==> config.mk <==
export PLATFORM = sky130hd
export DESIGN_NAME = serial_port_ctrl
export DESIGN_NICKNAME = d
export VERILOG_FILES = /design/src/logic/serial_port_pkg.sv /design/src/logic/serial_port_ctrl.sv
export SDC_FILE = /design/constraint.sdc
export NUM_CORES = 1
export LEC_CHECK = 0
export BUFFER_PORTS_ARGS = -buffer_cell sky130_fd_sc_hd__clkbuf_2
export CORE_ASPECT_RATIO = 0.7
export CORE_MARGIN = 4
export CORE_UTILIZATION = 40
export CTS_BUF_LIST = sky130_fd_sc_hd__clkbuf_8
export DETAILED_ROUTE_END_ITERATION = 10
export PLACE_DENSITY = 0.72
export SLEW_MARGIN = 20
export SYNTH_ARGS = -nofsm -noshare
export SYNTH_HDL_FRONTEND = slang
export SYNTH_SLANG_ARGS = --single-unit
==> constraint.sdc <==
create_clock -name pclk -period 2.2 [get_ports pclk]
set_input_delay 0.11 -clock pclk [delete_from_list [all_inputs] [get_ports pclk]]
set_output_delay 0.11 -clock pclk [all_outputs]
set_load 0.03 [all_outputs]
==> src/logic/serial_port_pkg.sv <==
// Shared constants and types for the serial port control block
package serial_port_pkg;

    // ************************************************
    // Register indices (byte address is four times)
    // ************************************************
    localparam logic [7:0] IDX_CTRL_ONE = 8'h0e;
    localparam logic [7:0] IDX_CTRL_TWO = 8'h0f;
    localparam logic [7:0] IDX_STATUS   = 8'h10;
    localparam logic [7:0] IDX_DATA     = 8'h11;

    // ************************************************
    // Reset values and the control one write mask
    // ************************************************
    localparam logic [7:0] CTRL_ONE_RESET = 8'h00;
    localparam logic [7:0] CTRL_TWO_RESET = 8'h00;
    localparam logic [7:0] STATUS_RESET   = 8'hc0;
    localparam logic [6:0] CTRL_ONE_WMASK = 7'h5f;

    // ************************************************
    // Field positions
    // ************************************************
    localparam int C1_RX_BIT8 = 7;
    localparam int C1_TX_BIT8 = 6;
    localparam int C1_CHAR9   = 4;
    localparam int C1_ROUSE   = 3;
    localparam int C1_LEVEL   = 2;
    localparam int C1_PHASE   = 1;
    localparam int C1_FINAL   = 0;

    localparam int C2_TXE_IE  = 7;
    localparam int C2_TXD_IE  = 6;
    localparam int C2_RXF_IE  = 5;
    localparam int C2_QL_IE   = 4;
    localparam int C2_TX_ON   = 3;
    localparam int C2_RX_ON   = 2;
    localparam int C2_SLEEP   = 1;
    localparam int C2_BREAK   = 0;

    localparam int ST_TX_EMPTY = 7;
    localparam int ST_TX_DONE  = 6;
    localparam int ST_RX_FULL  = 5;
    localparam int ST_QUIET    = 4;
    localparam int ST_OVERRUN  = 3;
    localparam int ST_NOISE    = 2;
    localparam int ST_FRAMING  = 1;

    // ************************************************
    // Character timing in bit times
    // ************************************************
    localparam logic [3:0] FRAME_BITS_8 = 4'ha;
    localparam logic [3:0] FRAME_BITS_9 = 4'hb;
    localparam logic [3:0] DATA_BITS_8  = 4'h8;
    localparam logic [3:0] DATA_BITS_9  = 4'h9;

    typedef enum logic [2:0] {
        TX_IDLE  = 3'h0,
        TX_PRE   = 3'h1,
        TX_START = 3'h3,
        TX_DATA  = 3'h2,
        TX_STOP  = 3'h6,
        TX_BRK   = 3'h7,
        TX_MARK  = 3'h5
    } tx_state_t;

    typedef enum logic [1:0] {
        RX_IDLE = 2'h0,
        RX_DATA = 2'h1,
        RX_STOP = 2'h3
    } rx_state_t;

endpackage : serial_port_pkg

==> src/logic/serial_port_ctrl.sv <==
// Serial port control: registers, transmitter with sync clock, receiver wake-up
//
// The implementer's own choice: the APB interface to the registers.
`timescale 1ns/1ns

module serial_port_ctrl (
    // APB
    input  wire logic        pclk,
    input  wire logic        presetn,
    input  wire logic        psel,
    input  wire logic        penable,
    input  wire logic        pwrite,
    input  wire logic [11:0] paddr,
    input  wire logic [31:0] pwdata,
    output logic      [31:0] prdata,
    output logic             pready,
    output logic             pslverr,
    // Link
    input  wire logic        link_clk,
    input  wire logic        serial_in_pin,
    output logic             serial_out_pin,
    output logic             serial_out_oe,
    output logic             sync_clk_pin,
    output logic             sync_clk_oe,
    // Interrupt
    output logic             irq
);

    typedef struct packed {
        logic [7:0]                c1;
        logic [7:0]                c2;
        logic [7:0]                stat;
        logic [8:0]                tx_buf;
        logic [8:0]                tx_sh;
        serial_port_pkg::tx_state_t tx_st;
        logic [3:0]                tx_cnt;
        logic                      pre_pend;
        logic                      brk_pend;
        logic [8:0]                rx_sh;
        logic [7:0]                rx_data;
        serial_port_pkg::rx_state_t rx_st;
        logic [3:0]                rx_cnt;
        logic [3:0]                ones;
        logic                      armed;
        logic [2:0]                bc_sy;
        logic [1:0]                rx_sy;
        logic                      ser_out;
        logic                      ser_oe;
        logic                      sclk;
        logic [31:0]               prdata;
    } state_t;

    state_t s_reg;
    state_t s_next;

    function automatic logic hit(input logic [11:0] a, input logic [7:0] idx);
        hit = (a == {2'b00, idx, 2'b00});
    endfunction : hit

    function automatic logic [3:0] frame_len(input logic m9);
        frame_len = m9 ? serial_port_pkg::FRAME_BITS_9 : serial_port_pkg::FRAME_BITS_8;
    endfunction : frame_len

    function automatic logic [3:0] data_len(input logic m9);
        data_len = m9 ? serial_port_pkg::DATA_BITS_9 : serial_port_pkg::DATA_BITS_8;
    endfunction : data_len

    logic       wr;
    logic       rd;
    logic       mapped;
    logic       m9;
    logic [3:0] flen;
    logic [3:0] dlen;
    logic       rise;
    logic       bit_in;
    logic       go;
    logic       sleeping;
    logic       rouse;
    logic       line_idle;
    logic [8:0] ch9;
    logic       last;
    logic       clk_bit;
    logic       win;

    assign pready = 1'b1;
    assign prdata = s_reg.prdata;
    assign pslverr = psel & penable & ~mapped;
    assign serial_out_pin = s_reg.ser_out;
    assign serial_out_oe = s_reg.ser_oe;
    assign sync_clk_pin = s_reg.sclk;
    assign sync_clk_oe = s_reg.ser_oe;

    // ************************************************
    // Combined interrupt
    // ************************************************
    assign irq = (s_reg.c2[serial_port_pkg::C2_TXE_IE] & s_reg.stat[serial_port_pkg::ST_TX_EMPTY])
        | (s_reg.c2[serial_port_pkg::C2_TXD_IE] & s_reg.stat[serial_port_pkg::ST_TX_DONE])
        | (s_reg.c2[serial_port_pkg::C2_RXF_IE] & (s_reg.stat[serial_port_pkg::ST_RX_FULL]
            | s_reg.stat[serial_port_pkg::ST_OVERRUN]))
        | (s_reg.c2[serial_port_pkg::C2_QL_IE] & s_reg.stat[serial_port_pkg::ST_QUIET]);

    always_comb
    begin
        s_next = s_reg;
        go = 1'b0;
        wr = psel & penable & pwrite;
        rd = psel & penable & ~pwrite;
        mapped = hit(paddr, serial_port_pkg::IDX_CTRL_ONE) | hit(paddr, serial_port_pkg::IDX_CTRL_TWO)
            | hit(paddr, serial_port_pkg::IDX_STATUS) | hit(paddr, serial_port_pkg::IDX_DATA);
        m9 = s_reg.c1[serial_port_pkg::C1_CHAR9];
        flen = frame_len(m9);
        dlen = data_len(m9);
        rouse = s_reg.c1[serial_port_pkg::C1_ROUSE];
        sleeping = s_reg.c2[serial_port_pkg::C2_SLEEP];
        line_idle = (s_reg.ones >= flen);
        // The first stage of each synchroniser feeds only the second
        s_next.bc_sy = {s_reg.bc_sy[1:0], link_clk};
        s_next.rx_sy = {s_reg.rx_sy[0], serial_in_pin};
        rise = s_reg.bc_sy[1] & ~s_reg.bc_sy[2];
        bit_in = s_reg.rx_sy[1];
        ch9 = m9 ? s_reg.rx_sh : {1'b0, s_reg.rx_sh[8:1]};
        last = m9 ? ch9[8] : ch9[7];

        // ************************************************
        // Register access
        // ************************************************
        if (psel & ~penable)
        begin
            s_next.prdata = 32'h0000_0000;
            if (hit(paddr, serial_port_pkg::IDX_CTRL_ONE))
                s_next.prdata[7:0] = s_reg.c1;
            if (hit(paddr, serial_port_pkg::IDX_CTRL_TWO))
                s_next.prdata[7:0] = s_reg.c2;
            if (hit(paddr, serial_port_pkg::IDX_STATUS))
                s_next.prdata[7:0] = s_reg.stat;
            if (hit(paddr, serial_port_pkg::IDX_DATA))
                s_next.prdata[7:0] = s_reg.rx_data;
        end
        if (wr & hit(paddr, serial_port_pkg::IDX_CTRL_ONE))
            s_next.c1 = {s_reg.c1[7], pwdata[6:0] & serial_port_pkg::CTRL_ONE_WMASK};
        if (wr & hit(paddr, serial_port_pkg::IDX_CTRL_TWO))
        begin
            s_next.c2 = pwdata[7:0];
            if (pwdata[serial_port_pkg::C2_TX_ON] & ~s_reg.c2[serial_port_pkg::C2_TX_ON])
                s_next.pre_pend = 1'b1;
            // A toggle shorter than a bit time must still give a break, so latch it
            if (pwdata[serial_port_pkg::C2_BREAK] & ~s_reg.c2[serial_port_pkg::C2_BREAK])
                s_next.brk_pend = 1'b1;
            if (pwdata[serial_port_pkg::C2_SLEEP] & ~sleeping & ~rouse & line_idle)
                s_next.c2[serial_port_pkg::C2_SLEEP] = 1'b0;
        end
        if (wr & hit(paddr, serial_port_pkg::IDX_DATA))
        begin
            s_next.tx_buf = {s_reg.c1[serial_port_pkg::C1_TX_BIT8], pwdata[7:0]};
            s_next.stat[serial_port_pkg::ST_TX_EMPTY] = 1'b0;
            s_next.stat[serial_port_pkg::ST_TX_DONE] = 1'b0;
        end
        // Reading data releases every receive flag; new events below still win
        if (rd & hit(paddr, serial_port_pkg::IDX_DATA))
            s_next.stat[5:1] = 5'h00;

        // ************************************************
        // Receiver
        // ************************************************
        if (rise)
        begin
            s_next.ones = ~bit_in ? 4'h0 : (&s_reg.ones) ? s_reg.ones : s_reg.ones + 4'h1;
            if (bit_in & (s_reg.ones == flen - 4'h1) & s_reg.c2[serial_port_pkg::C2_RX_ON])
            begin
                if (sleeping & ~rouse)
                    s_next.c2[serial_port_pkg::C2_SLEEP] = 1'b0;
                else if (~sleeping & s_reg.armed)
                begin
                    s_next.stat[serial_port_pkg::ST_QUIET] = 1'b1;
                    s_next.armed = 1'b0;
                end
            end
            case (s_reg.rx_st)
                serial_port_pkg::RX_IDLE:
                begin
                    s_next.rx_cnt = 4'h0;
                    if (~bit_in)
                        s_next.rx_st = serial_port_pkg::RX_DATA;
                end
                serial_port_pkg::RX_DATA:
                begin
                    s_next.rx_sh = {bit_in, s_reg.rx_sh[8:1]};
                    s_next.rx_cnt = s_reg.rx_cnt + 4'h1;
                    if (s_reg.rx_cnt == dlen - 4'h1)
                        s_next.rx_st = serial_port_pkg::RX_STOP;
                end
                serial_port_pkg::RX_STOP:
                begin
                    s_next.rx_st = serial_port_pkg::RX_IDLE;
                    // Flags only move while enabled, and awake or woken by this character's set last data bit with rouse on
                    if (s_reg.c2[serial_port_pkg::C2_RX_ON])
                    begin
                        if (sleeping & rouse & last)
                            s_next.c2[serial_port_pkg::C2_SLEEP] = 1'b0;
                        if (~sleeping | (rouse & last))
                        begin
                            if (s_reg.stat[serial_port_pkg::ST_RX_FULL])
                                s_next.stat[serial_port_pkg::ST_OVERRUN] = 1'b1;
                            else if (~s_reg.stat[serial_port_pkg::ST_FRAMING])
                            begin
                                s_next.rx_data = ch9[7:0];
                                s_next.c1[serial_port_pkg::C1_RX_BIT8] = ch9[8];
                                s_next.stat[serial_port_pkg::ST_RX_FULL] = 1'b1;
                                s_next.stat[serial_port_pkg::ST_FRAMING] = ~bit_in;
                                s_next.armed = 1'b1;
                            end
                        end
                    end
                end
                default:
                    s_next.rx_st = serial_port_pkg::RX_IDLE;
            endcase
        end

        // ************************************************
        // Transmitter, one step per bit time
        // ************************************************
        if (rise)
        begin
            case (s_reg.tx_st)
                serial_port_pkg::TX_PRE:
                begin
                    s_next.tx_cnt = s_reg.tx_cnt + 4'h1;
                    go = (s_reg.tx_cnt == flen - 4'h1);
                end
                serial_port_pkg::TX_START:
                begin
                    s_next.tx_st = serial_port_pkg::TX_DATA;
                    s_next.tx_cnt = 4'h0;
                end
                serial_port_pkg::TX_DATA:
                begin
                    s_next.tx_sh = {1'b0, s_reg.tx_sh[8:1]};
                    s_next.tx_cnt = s_reg.tx_cnt + 4'h1;
                    if (s_reg.tx_cnt == dlen - 4'h1)
                        s_next.tx_st = serial_port_pkg::TX_STOP;
                end
                serial_port_pkg::TX_BRK:
                begin
                    s_next.tx_cnt = s_reg.tx_cnt + 4'h1;
                    if (s_reg.tx_cnt == flen - 4'h1)
                    begin
                        s_next.tx_cnt = 4'h0;
                        if (~s_reg.c2[serial_port_pkg::C2_BREAK])
                            s_next.tx_st = serial_port_pkg::TX_MARK;
                    end
                end
                serial_port_pkg::TX_STOP,
                serial_port_pkg::TX_MARK,
                serial_port_pkg::TX_IDLE:
                    go = 1'b1;
                default:
                    go = 1'b1;
            endcase
            // A character in flight always finishes before the line is released
            if (go)
            begin
                s_next.tx_cnt = 4'h0;
                if (~s_reg.c2[serial_port_pkg::C2_TX_ON])
                    s_next.tx_st = serial_port_pkg::TX_IDLE;
                else if (s_reg.pre_pend)
                begin
                    s_next.tx_st = serial_port_pkg::TX_PRE;
                    s_next.pre_pend = 1'b0;
                end
                else if (s_reg.c2[serial_port_pkg::C2_BREAK] | s_reg.brk_pend)
                begin
                    s_next.tx_st = serial_port_pkg::TX_BRK;
                    s_next.brk_pend = s_next.brk_pend & ~s_reg.brk_pend;
                end
                else if (~s_next.stat[serial_port_pkg::ST_TX_EMPTY])
                begin
                    s_next.tx_st = serial_port_pkg::TX_START;
                    s_next.tx_sh = s_next.tx_buf;
                    s_next.stat[serial_port_pkg::ST_TX_EMPTY] = 1'b1;
                end
                else
                begin
                    s_next.tx_st = serial_port_pkg::TX_IDLE;
                    s_next.stat[serial_port_pkg::ST_TX_DONE] = 1'b1;
                end
            end
        end

        // ************************************************
        // Pin values, registered with the state
        // ************************************************
        // Held off until the preamble starts, so no stray idle one precedes it
        s_next.ser_oe = (s_reg.c2[serial_port_pkg::C2_TX_ON] & ~s_next.pre_pend)
            | (s_next.tx_st != serial_port_pkg::TX_IDLE);
        case (s_next.tx_st)
            serial_port_pkg::TX_START,
            serial_port_pkg::TX_BRK:
                s_next.ser_out = 1'b0;
            serial_port_pkg::TX_DATA:
                s_next.ser_out = s_next.tx_sh[0];
            default:
                s_next.ser_out = 1'b1;
        endcase
        clk_bit = (s_next.tx_st == serial_port_pkg::TX_DATA)
            & ((s_next.tx_cnt != dlen - 4'h1) | s_reg.c1[serial_port_pkg::C1_FINAL]);
        // Link clock high is the first half of a bit, low the second
        win = s_reg.c1[serial_port_pkg::C1_PHASE] ? s_reg.bc_sy[1] : ~s_reg.bc_sy[1];
        s_next.sclk = s_reg.c1[serial_port_pkg::C1_LEVEL] ^ (clk_bit & win);
    end

    always_ff @(posedge pclk or negedge presetn)
    begin
        if (!presetn)
        begin
            s_reg <= '0;
            s_reg.c1 <= serial_port_pkg::CTRL_ONE_RESET;
            s_reg.c2 <= serial_port_pkg::CTRL_TWO_RESET;
            s_reg.stat <= serial_port_pkg::STATUS_RESET;
        end
        else
            s_reg <= s_next;
    end
endmodule : serial_port_ctrl

==> results of run 1 <==
## path summary, 6_finish.rpt
path | slack (ns) | from | to | depth (start not counted)
max in group asynchronous | 1.32 | presetn | s_reg[66]$_DFFE_PN0P_ | 3
min reg2reg | 0.36 | s_next[38]$_DFF_PN0_ | s_next[39]$_DFF_PN0_ | 0
min | 0.04 | pwdata[3] | s_reg[106]$_DFFE_PN0N_ | 3
max reg2reg | -0.01 | m9$_DFFE_PN0P_ | sync_clk_pin$_DFF_PN0_ | 8
min in group asynchronous | 0.23 | presetn | s_reg[75]$_DFF_PN0_ | 2
max | -0.01 | m9$_DFFE_PN0P_ | sync_clk_pin$_DFF_PN0_ | 8
## stage by stage
stage               TNS, ns  utilization [%]  instance area (um^2)  total power, mW  setup slack (ns)
floorplan                 0                -                  4790             2.49            0.0468
global placement          0             45.4                  5100             2.70            0.0213
detailed placement  -0.0522             45.4                  5100             2.74           -0.0522
CTS                       0             48.6                  5460             4.12            0.0128
global route         -0.133             48.9                  5500             4.33           -0.0656
finish              -0.0118             48.9                  5500             4.12           -0.0118
## layer usage
metal  wire, um  track usage (%)
met1       5210             24.4
met2       4800             23.7
met3        992             6.22
met4        141             3.83
met5          0                0
## tightest hold or removal path: cells and delay by family
family,cells,cell delay (ns)
buf+inv,1,0.14
simple gates,2,0.12
## area by class of cell
| cell class | instances | area share, % |
|---|---|---|
| clock buffer | 9 | 2.25 |
| clock inverter | 7 | 2.12 |
| inverter | 11 | 0.751 |
| multi-input combinational | 343 | 39.3 |
| sequential | 92 | 41.9 |
| tap | 153 | 3.48 |
| timing repair buffer | 81 | 10.1 |
## synth_stat cells (3+ instances only)
master | instances | area share [%]
a22o_1 | 13 | 2.4
o21ai_0 | 24 | 2.6
a21oi_1 | 17 | 1.8
a21o_1 | 4 | 0.64
inv_1 | 10 | 0.80
mux2_2 | 13 | 3.1
a22oi_1 | 4 | 0.64
mux2i_1 | 14 | 3.0
dfrtp_1 | 90 | 48
o21ai_1 | 5 | 0.53
nand4_1 | 3 | 0.40
clkbuf_1 | 15 | 1.2
a211oi_1 | 4 | 0.64
a31oi_1 | 4 | 0.53
mux4_2 | 4 | 1.9
xnor2_1 | 5 | 0.93
nand3_1 | 9 | 0.96
nor3_1 | 10 | 1.1
ha_1 | 4 | 1.1
nor2b_1 | 3 | 0.40
nand2b_1 | 10 | 1.3
nand2_1 | 88 | 7.0
buf_4 | 34 | 5.4
o22ai_1 | 12 | 1.6
nor2_1 | 22 | 1.8
## logic make-up (layout without fill, tap and decap cells)
logic type | after synthesis | after routing
fa+ha+maj | 4 | 4
xor+xnor | 7 | 7
compound gates | 107 | 107
other cells | 2 | 25
buf+inv | 64 | 108
flops | 92 | 92
simple gates | 167 | 167
mux | 33 | 33
## where the power goes
part,internal [mW],total [mW],switching [mW]
Sequential,1.84,2.00,0.156
Combinational,0.350,0.769,0.419
Clock,0.755,1.35,0.598
## timing repair
item	CTS	global route
setup buffers	1	1
resized for setup	4	7
hold buffers	9	0
endpoints found under the hold margin	40	0
pin swaps	7	5
setup endpoints to repair	1	10
==> impl_results.md, run 1 <==
* Synth Cell Area at 4700 um^2
* Initial Util at 41.8%
* RSZ-0062 raised after global routing: true
* Final weighted congestion in routability-driven placement at 0.866
* Worst EP required at 2.49 ns
* Total of warnings raised by yosys at 0
* Post-synthesis compound-gate area fraction at 15.1%
* Fraction of layout cells with a size suffix above 1 at 22.7%
* Latest clock arrival within the worst-skew pair at 0.37 ns
* Worst VDD drop at 0.391 mV
* Simple-Gate Fraction of Synth Area at 16.9%
* Path category of the worst min-delay check: in2reg
* Number of enable-type register cells in the synthesized netlist at 0
* Result of the run: finished with violations
* Cell with the largest stage delay on the worst path: or3b_4
* Worst path arrival time at 2.50 ns
* Global routing usage summed across all routing layers at 16.7%
* Total wirelength of the detailed-routed design at 11200 um
* Antenna violations before repair at 0
* Final critical-path required period at 2.21 ns
* Die height at 98.7 um
* Synth Area in XOR/XNOR at 1.30%
* Max Fclk at 452 MHz
* Final antenna diode count at 0
* Clock tree from TritonCTS: built
* Routed length per instance at 16.0 um
* Maximum clock insertion buffer count at 2
* Top library cells by usage in the layout, fill and taps aside: dfrtp_1, nand2_1, clkbuf_2, buf_4, conb_1
* Number of standard cells after synthesis at 476
* Async S/R FF share, synth at 100%
* Final slew viol count at 0
* Hold slack final at 0.0401 ns
* Chip Width at 138 um
* CP max stage delay at 0.44 ns
* Htree depth at 3
* Vias after detailed routing at 3737
* Commonest non-fill, non-tap cell in the layout: dfrtp_1
* Pin count of the biggest net entering global routing at 40
* Post-detailed-route via-to-cell ratio at 5.37
* Violated checks: setup timing
* Via count of the first global-routing pass at 3483
* Synthesized area per cell at 9.88 um^2
* Final worst clock skew at 0.0136 ns
* Gate family responsible for the most delay along the worst path: simple AND/OR/NAND/NOR gates
* Post-synthesis to final-layout area growth at 17.0%
* Main combinational cell family by area after synthesis: simple AND/OR/NAND/NOR gates
* CTS root buf: clkbuf_8
* Share of cell area taken by muxes after synthesis at 8.49%
* Count of unresolved DRC violations after routing at 0
* Footprint of the multi-input gates at 2160 um^2
* Quantity of I/O buffers inserted on ports at 40
* Number of inserted filler cells in the final layout at 1015
* Clock-pin transition on the worst setup and hold timing paths at 0.09 ns
* Final number of hold-violating endpoints at 0
* # IOs at 90
* Total setup violations reported at the end of the flow at 1
* FF+latch count, synth at 92
* Post-Synth Adder-Cell Area at 1.06%
* Die footprint at 13600 um^2
* Instance count after placement with tap cells included at 669
* Initial detailed-routing violation count at 412
* Number of library cell types mapped by synthesis at 63
* Leak at 2.53 nW
* Nature of the critical path endpoint: flop
* First drt pass iteration count at 6
* Row cnt at 32
* Power Density at 749 nW/um^2
* Highest fanout seen on the critical path at 4
* Core footprint at 11300 um^2
* Layout net count at 593
* Critical path start-end classification: reg2reg
* Placed wire-length estimate at 8210 um
* Critical-path cell list: or3b_4 > a21oi_4 > buf_4 > o22ai_2 > a22o_1 > or4_4 > nand4_1 > xnor2_1
* Number of non-filler instances in the completed layout at 696
* Area occupied by registers at 2300 um^2
* Final clock period utilization by the worst path at 101%
* Sequential share of the synthesized area at 49.0%
* Number of routed nets with antenna violations at 0
* Nature of the critical path startpoint: flop
* Worst path bufs/invs at 1
* Number of clock buffers inserted by TritonCTS at 9
* Reported max-cap violation count at 0
* Leading register cell type out of synthesis: dfrtp_1
* Flip-flop count of the largest register, all copies and words added at 75
* Post-layout worst setup margin at -0.0118 ns
* Wire length of the first global-routing pass at 17900 um
* GRT overflow at 0
* Number of clock sinks at 92
Note: power is estimated with default switching activity, not from simulation.
==> run 2: changes to the inputs <==
- SKIP_CTS_REPAIR_TIMING: default -> 1
==> impl_results.md, run 2 (synthesis gave the netlist of run 1 again) <==
* Cell with the largest stage delay on the worst path: or4_4
* Post-detailed-route via-to-cell ratio at 5.38
* Count of unresolved DRC violations after routing at 0
* Global routing usage summed across all routing layers at 16.5%
* Total wirelength of the detailed-routed design at 11100 um
* Terminus of the critical flop-to-flop path: sync_clk_pin$_DFF_PN0_
* Worst setup path endpoint: sync_clk_pin$_DFF_PN0_
* Nature of the critical path startpoint: flop
* CTS root buf: clkbuf_8
* Final clock period utilization by the worst path at 99.1%
* Antenna violations before repair at 0
* Chip Width at 138 um
* Commonest non-fill, non-tap cell in the layout: dfrtp_1
* Worst EP required at 2.49 ns
* GRT overflow at 0
* Number of non-filler instances in the completed layout at 693
* Maximum clock insertion buffer count at 2
* First drt pass iteration count at 5
* Hold slack final at 0.0173 ns
* Pin count of the biggest net entering global routing at 40
* Flip-flop count of the largest register, all copies and words added at 75
* Final number of hold-violating endpoints at 0
* Final Cell Area at 5470 um^2
* Total setup violations reported at the end of the flow at 0
* Result of the run: completed
* Max Fclk at 458 MHz
* Routed length per instance at 16.0 um
* Row cnt at 32
* Critical register-to-register path startpoint: s_reg[71]$_DFF_PN0_
* Reported max-cap violation count at 0
* Die footprint at 13600 um^2
* Path category of the worst min-delay check: in2reg
* Instance count after placement with tap cells included at 669
* Leak at 2.51 nW
* Critical path start-end classification: reg2reg
* Critical hold path startpoint: pwdata[0]
* Initial Util at 41.8%
* Number of clock sinks at 92
* Latest clock arrival within the worst-skew pair at 0.37 ns
* Length in cells of the worst reg-to-reg path at 7
* Via count of the first global-routing pass at 3439
* Wire length of the first global-routing pass at 17700 um
* Final standard cell utilization of the core at 48.6%
* First element of the critical path: s_reg[71]$_DFF_PN0_
* Post-synthesis to final-layout area growth at 16.4%
* RSZ-0062 raised after global routing: true
* Top library cells by usage in the layout, fill and taps aside: dfrtp_1, nand2_1, clkbuf_2, buf_4, conb_1
* Highest fanout seen on the critical path at 4
* Fraction of layout cells with a size suffix above 1 at 22.0%
* Final total power at 4.09 mW
* Number of routed nets with antenna violations at 0
* Worst path arrival time at 2.47 ns
* Number of clock buffers inserted by TritonCTS at 9
* Nature of the critical path endpoint: flop
* Register-to-register setup slack at 0.02 ns
* CP max stage delay at 0.52 ns
* Core footprint at 11300 um^2
* Final slew viol count at 0
* Quantity of I/O buffers inserted on ports at 40
* Htree depth at 3
* Clock-pin transition on the worst setup and hold timing paths at 0.09 ns
* Layout net count at 590
* Final weighted congestion in routability-driven placement at 0.866
* Die height at 98.7 um
* Final critical-path required period at 2.18 ns
* Vias after detailed routing at 3730
* Worst VDD drop at 0.391 mV
* Clock tree from TritonCTS: built
* # IOs at 90
* Final antenna diode count at 0
* Placed wire-length estimate at 8210 um
* Final worst clock skew at 0.0112 ns
* Initial detailed-routing violation count at 355
* Critical-path cell list: or3b_4 > a21oi_4 > nor2_1 > a211o_1 > or4_4 > nand4_1 > xnor2_1
* Placed cell area at 5100 um^2
* Power Density at 748 nW/um^2
## run 2: cell count changes in the layout (fill, tap and decap cells not counted), sizes merged
cell,change
buf,-2
dlygate4sd3,-1
## run 2: routing by layer
layer  track usage [%]  up-vias  part of all wire (%)  routed length [um]
li1                  -     1763                     -                   -
met1              24.0     1788                    48                5300
met2              23.5      161                    43                4740
met3              6.17       18                   8.4                 936
met4              3.53        0                   1.3                 148
met5                 0        -                     0                   0
## run 2: how the worst min path moves through the flow
| stage | to | slack (ns) | depth (start not counted) |
|---|---|---|---|
| 2_1_floorplan | bit_in$_DFF_PN0_ | -0.19 | 0 |
| 3_3_place_gp | serial_out_pin$_DFF_PN0_ | 0.09 | 1 |
| 3_5_place_dp | s_reg[75]$_DFF_PN0_ | 0.09 | 1 |
| 4_1_cts | s_reg[113]$_DFFE_PN0P_ | -0.32 | 1 |
| 5_1_grt | s_reg[103]$_DFFE_PN0N_ | 0.006 | 3 |
| 6_report | s_reg[103]$_DFFE_PN0N_ | 0.02 | 3 |
## run 2: layout make-up
type	instances	area, um^2
clock buffer	9	124
clock inverter	7	116
fill	1019	5780
inverter	11	41.3
multi-input combinational	343	2160
sequential	92	2300
tap	153	191
timing repair buffer	78	537
## run 2: critical path, delay by kind of cell (launching register included)
| family | cells | cell delay (ns) |
|---|---|---|
| DFF | 1 | 0.38 |
| and+or+nand+nor | 4 | 1.14 |
| xor gates and xnor gates | 1 | 0.12 |
| AOI/OAI and AO/OA | 2 | 0.46 |
## run 2: through the flow
stage / setup TNS [ns] / setup slack (ns)
2_1_floorplan: 0 / 0.0468
3_3_place_gp: 0 / 0.0213
3_5_place_dp: -0.0522 / -0.0522
4_1_cts: -0.0774 / -0.0774
5_1_grt: -0.316 / -0.0645
6_report: 0 / 0.0189
## run 2: power by group
part	leakage, nW	total, mW	internal [mW]	switching, mW
combinational	1.22	0.745	0.339	0.406
sequential	1.16	2.00	1.84	0.156
clock	0.125	1.35	0.755	0.594
==> run 3: changes to the inputs <==
- REMOVE_ABC_BUFFERS: default -> 1
==> impl_results.md, run 3 (synthesis gave the netlist of run 1 again) <==
* Footprint of the multi-input gates at 2150 um^2
* Die footprint at 13600 um^2
* Wire length of the first global-routing pass at 18000 um
* RSZ-0062 raised after global routing: true
* Top library cells by usage in the layout, fill and taps aside: dfrtp_1, nand2_1, clkbuf_2, buf_4, conb_1
* Final antenna diode count at 0
* Remaining max-slew budget at the tightest pin at 63.3%
* Number of inserted filler cells in the final layout at 1059
* Global routing usage summed across all routing layers at 16.7%
* Worst EP required at 2.49 ns
* Met3 routed wirelength at 676 um
* Length in cells of the worst reg-to-reg path at 7
* Final clock period utilization by the worst path at 99.5%
* Result of the run: finished with violations
* Initial Util at 41.8%
* Gate family responsible for the most delay along the worst path: simple AND/OR/NAND/NOR gates
* Post-detailed-route via-to-cell ratio at 5.33
* Post-synthesis to final-layout area growth at 15.4%
* Antenna violations before repair at 0
* Count of cells along the worst hold path at 3
* Clock-pin transition on the worst setup and hold timing paths at 0.09 ns
* Final number of hold-violating endpoints at 2
* Power Density at 738 nW/um^2
* Critical path start-end classification: reg2reg
* Maximum clock insertion buffer count at 2
* Routed length on met2 at 5240 um
* CP max stage delay at 0.52 ns
* Max Fclk at 457 MHz
* Final Cell Area at 5420 um^2
* Nature of the critical path endpoint: flop
* Flip-flop count of the largest register, all copies and words added at 75
* Clock tree from TritonCTS: built
* Cell with the largest stage delay on the worst path: or4_1
* Uppermost routed layer: met4
* Placed wire-length estimate at 8040 um
* Leak at 2.49 nW
* First drt pass iteration count at 4
* Path category of the worst min-delay check: in2reg
* Row cnt at 32
* Hold slack final at -0.00783 ns
* Reported max-cap violation count at 0
* CTS root buf: clkbuf_8
* Final critical-path required period at 2.19 ns
* # IOs at 90
* Violated checks: hold timing
* Worst VDD drop at 0.430 mV
* Highest fanout seen on the critical path at 4
* Total setup violations reported at the end of the flow at 0
* Final slew viol count at 0
* GRT overflow at 0
* Pin count of the biggest net entering global routing at 53
* Cell depth of the worst setup path at 7
* Met1 wire length at 4990 um
* Number of routed nets with antenna violations at 0
* Via count of the first global-routing pass at 3605
* Number of clock buffers inserted by TritonCTS at 9
* Area occupied by registers at 2310 um^2
* Final total power at 4.00 mW
* Vias after detailed routing at 3677
* Fraction of layout cells with a size suffix above 1 at 22.9%
* Final worst clock skew at 0.00968 ns
* Layout net count at 587
* Number of clock sinks at 92
* Nature of the critical path startpoint: flop
* Initial detailed-routing violation count at 290
* Critical-path cell list: or3b_4 > a21oi_4 > nor2_1 > a211o_1 > or4_1 > nand4_1 > xnor2_1
* Chip Width at 138 um
* Placed cell area at 5070 um^2
* Core footprint at 11300 um^2
* Total wirelength of the detailed-routed design at 11000 um
* Die height at 98.7 um
* Final standard cell utilization of the core at 48.2%
* Routed length per instance at 16.0 um
* Quantity of I/O buffers inserted on ports at 40
* Count of unresolved DRC violations after routing at 0
* Commonest non-fill, non-tap cell in the layout: dfrtp_1
* Htree depth at 3
* Least-Margin Pin Slew at 0.551 ns
* Latest clock arrival within the worst-skew pair at 0.37 ns
* Worst path bufs/invs at 0
* Final weighted congestion in routability-driven placement at 0.890
* Worst path arrival time at 2.48 ns
-- run 3: routing by layer --
| layer | vias to the layer above | track usage (%) |
|---|---|---|
| met5 | - | 0 |
| li1 | 1745 | - |
| met4 | 0 | 4.45 |
| met1 | 1809 | 23.3 |
| met2 | 107 | 26.2 |
| met3 | 16 | 3.78 |
-- run 3: path summary, 6_finish.rpt --
kind	to	slack [ns]	start
setup / recovery	sync_clk_pin$_DFF_PN0_	0.01	m9$_DFFE_PN0P_
max in group asynchronous	s_reg[48]$_DFFE_PN0P_	1.24	presetn
setup reg to reg	sync_clk_pin$_DFF_PN0_	0.01	m9$_DFFE_PN0P_
min in group asynchronous	serial_out_pin$_DFF_PN0_	0.27	presetn
hold / removal	s_reg[108]$_DFFE_PN0N_	-0.008	pwdata[5]
hold reg to reg	s_next[39]$_DFF_PN0_	0.35	s_next[38]$_DFF_PN0_
-- run 3: power by group --
part / internal [mW] / switching [mW] / total [mW]
registers: 1.84 / 0.171 / 2.01
clock network: 0.696 / 0.580 / 1.28
logic: 0.331 / 0.385 / 0.716
-- run 3: final cells by class --
| type | count | share of cell area, % |
|---|---|---|
| Clock buffer | 11 | 2.79 |
| Clock inverter | 5 | 1.41 |
| Inverter | 11 | 0.761 |
| Multi-Input combinational cell | 343 | 39.7 |
| Sequential cell | 92 | 42.5 |
| Tap cell | 153 | 3.53 |
| Timing Repair Buffer | 75 | 9.30 |
-- run 3: tightest hold or removal path: cells and delay by family --
kind | cells | cell delay, ns
buffers and inverters | 1 | 0.11
AND/OR/NAND/NOR | 2 | 0.10
-- run 3: metrics by stage --
step / cells / setup TNS, ns / setup slack [ns]
floorplan: 446 / -1.14 / -0.249
global placement: 666 / 0 / 0.00902
detailed placement: 666 / -0.0310 / -0.0310
CTS: 682 / -0.107 / -0.0534
global route: 690 / -0.0999 / -0.0554
finish: 690 / 0 / 0.0117
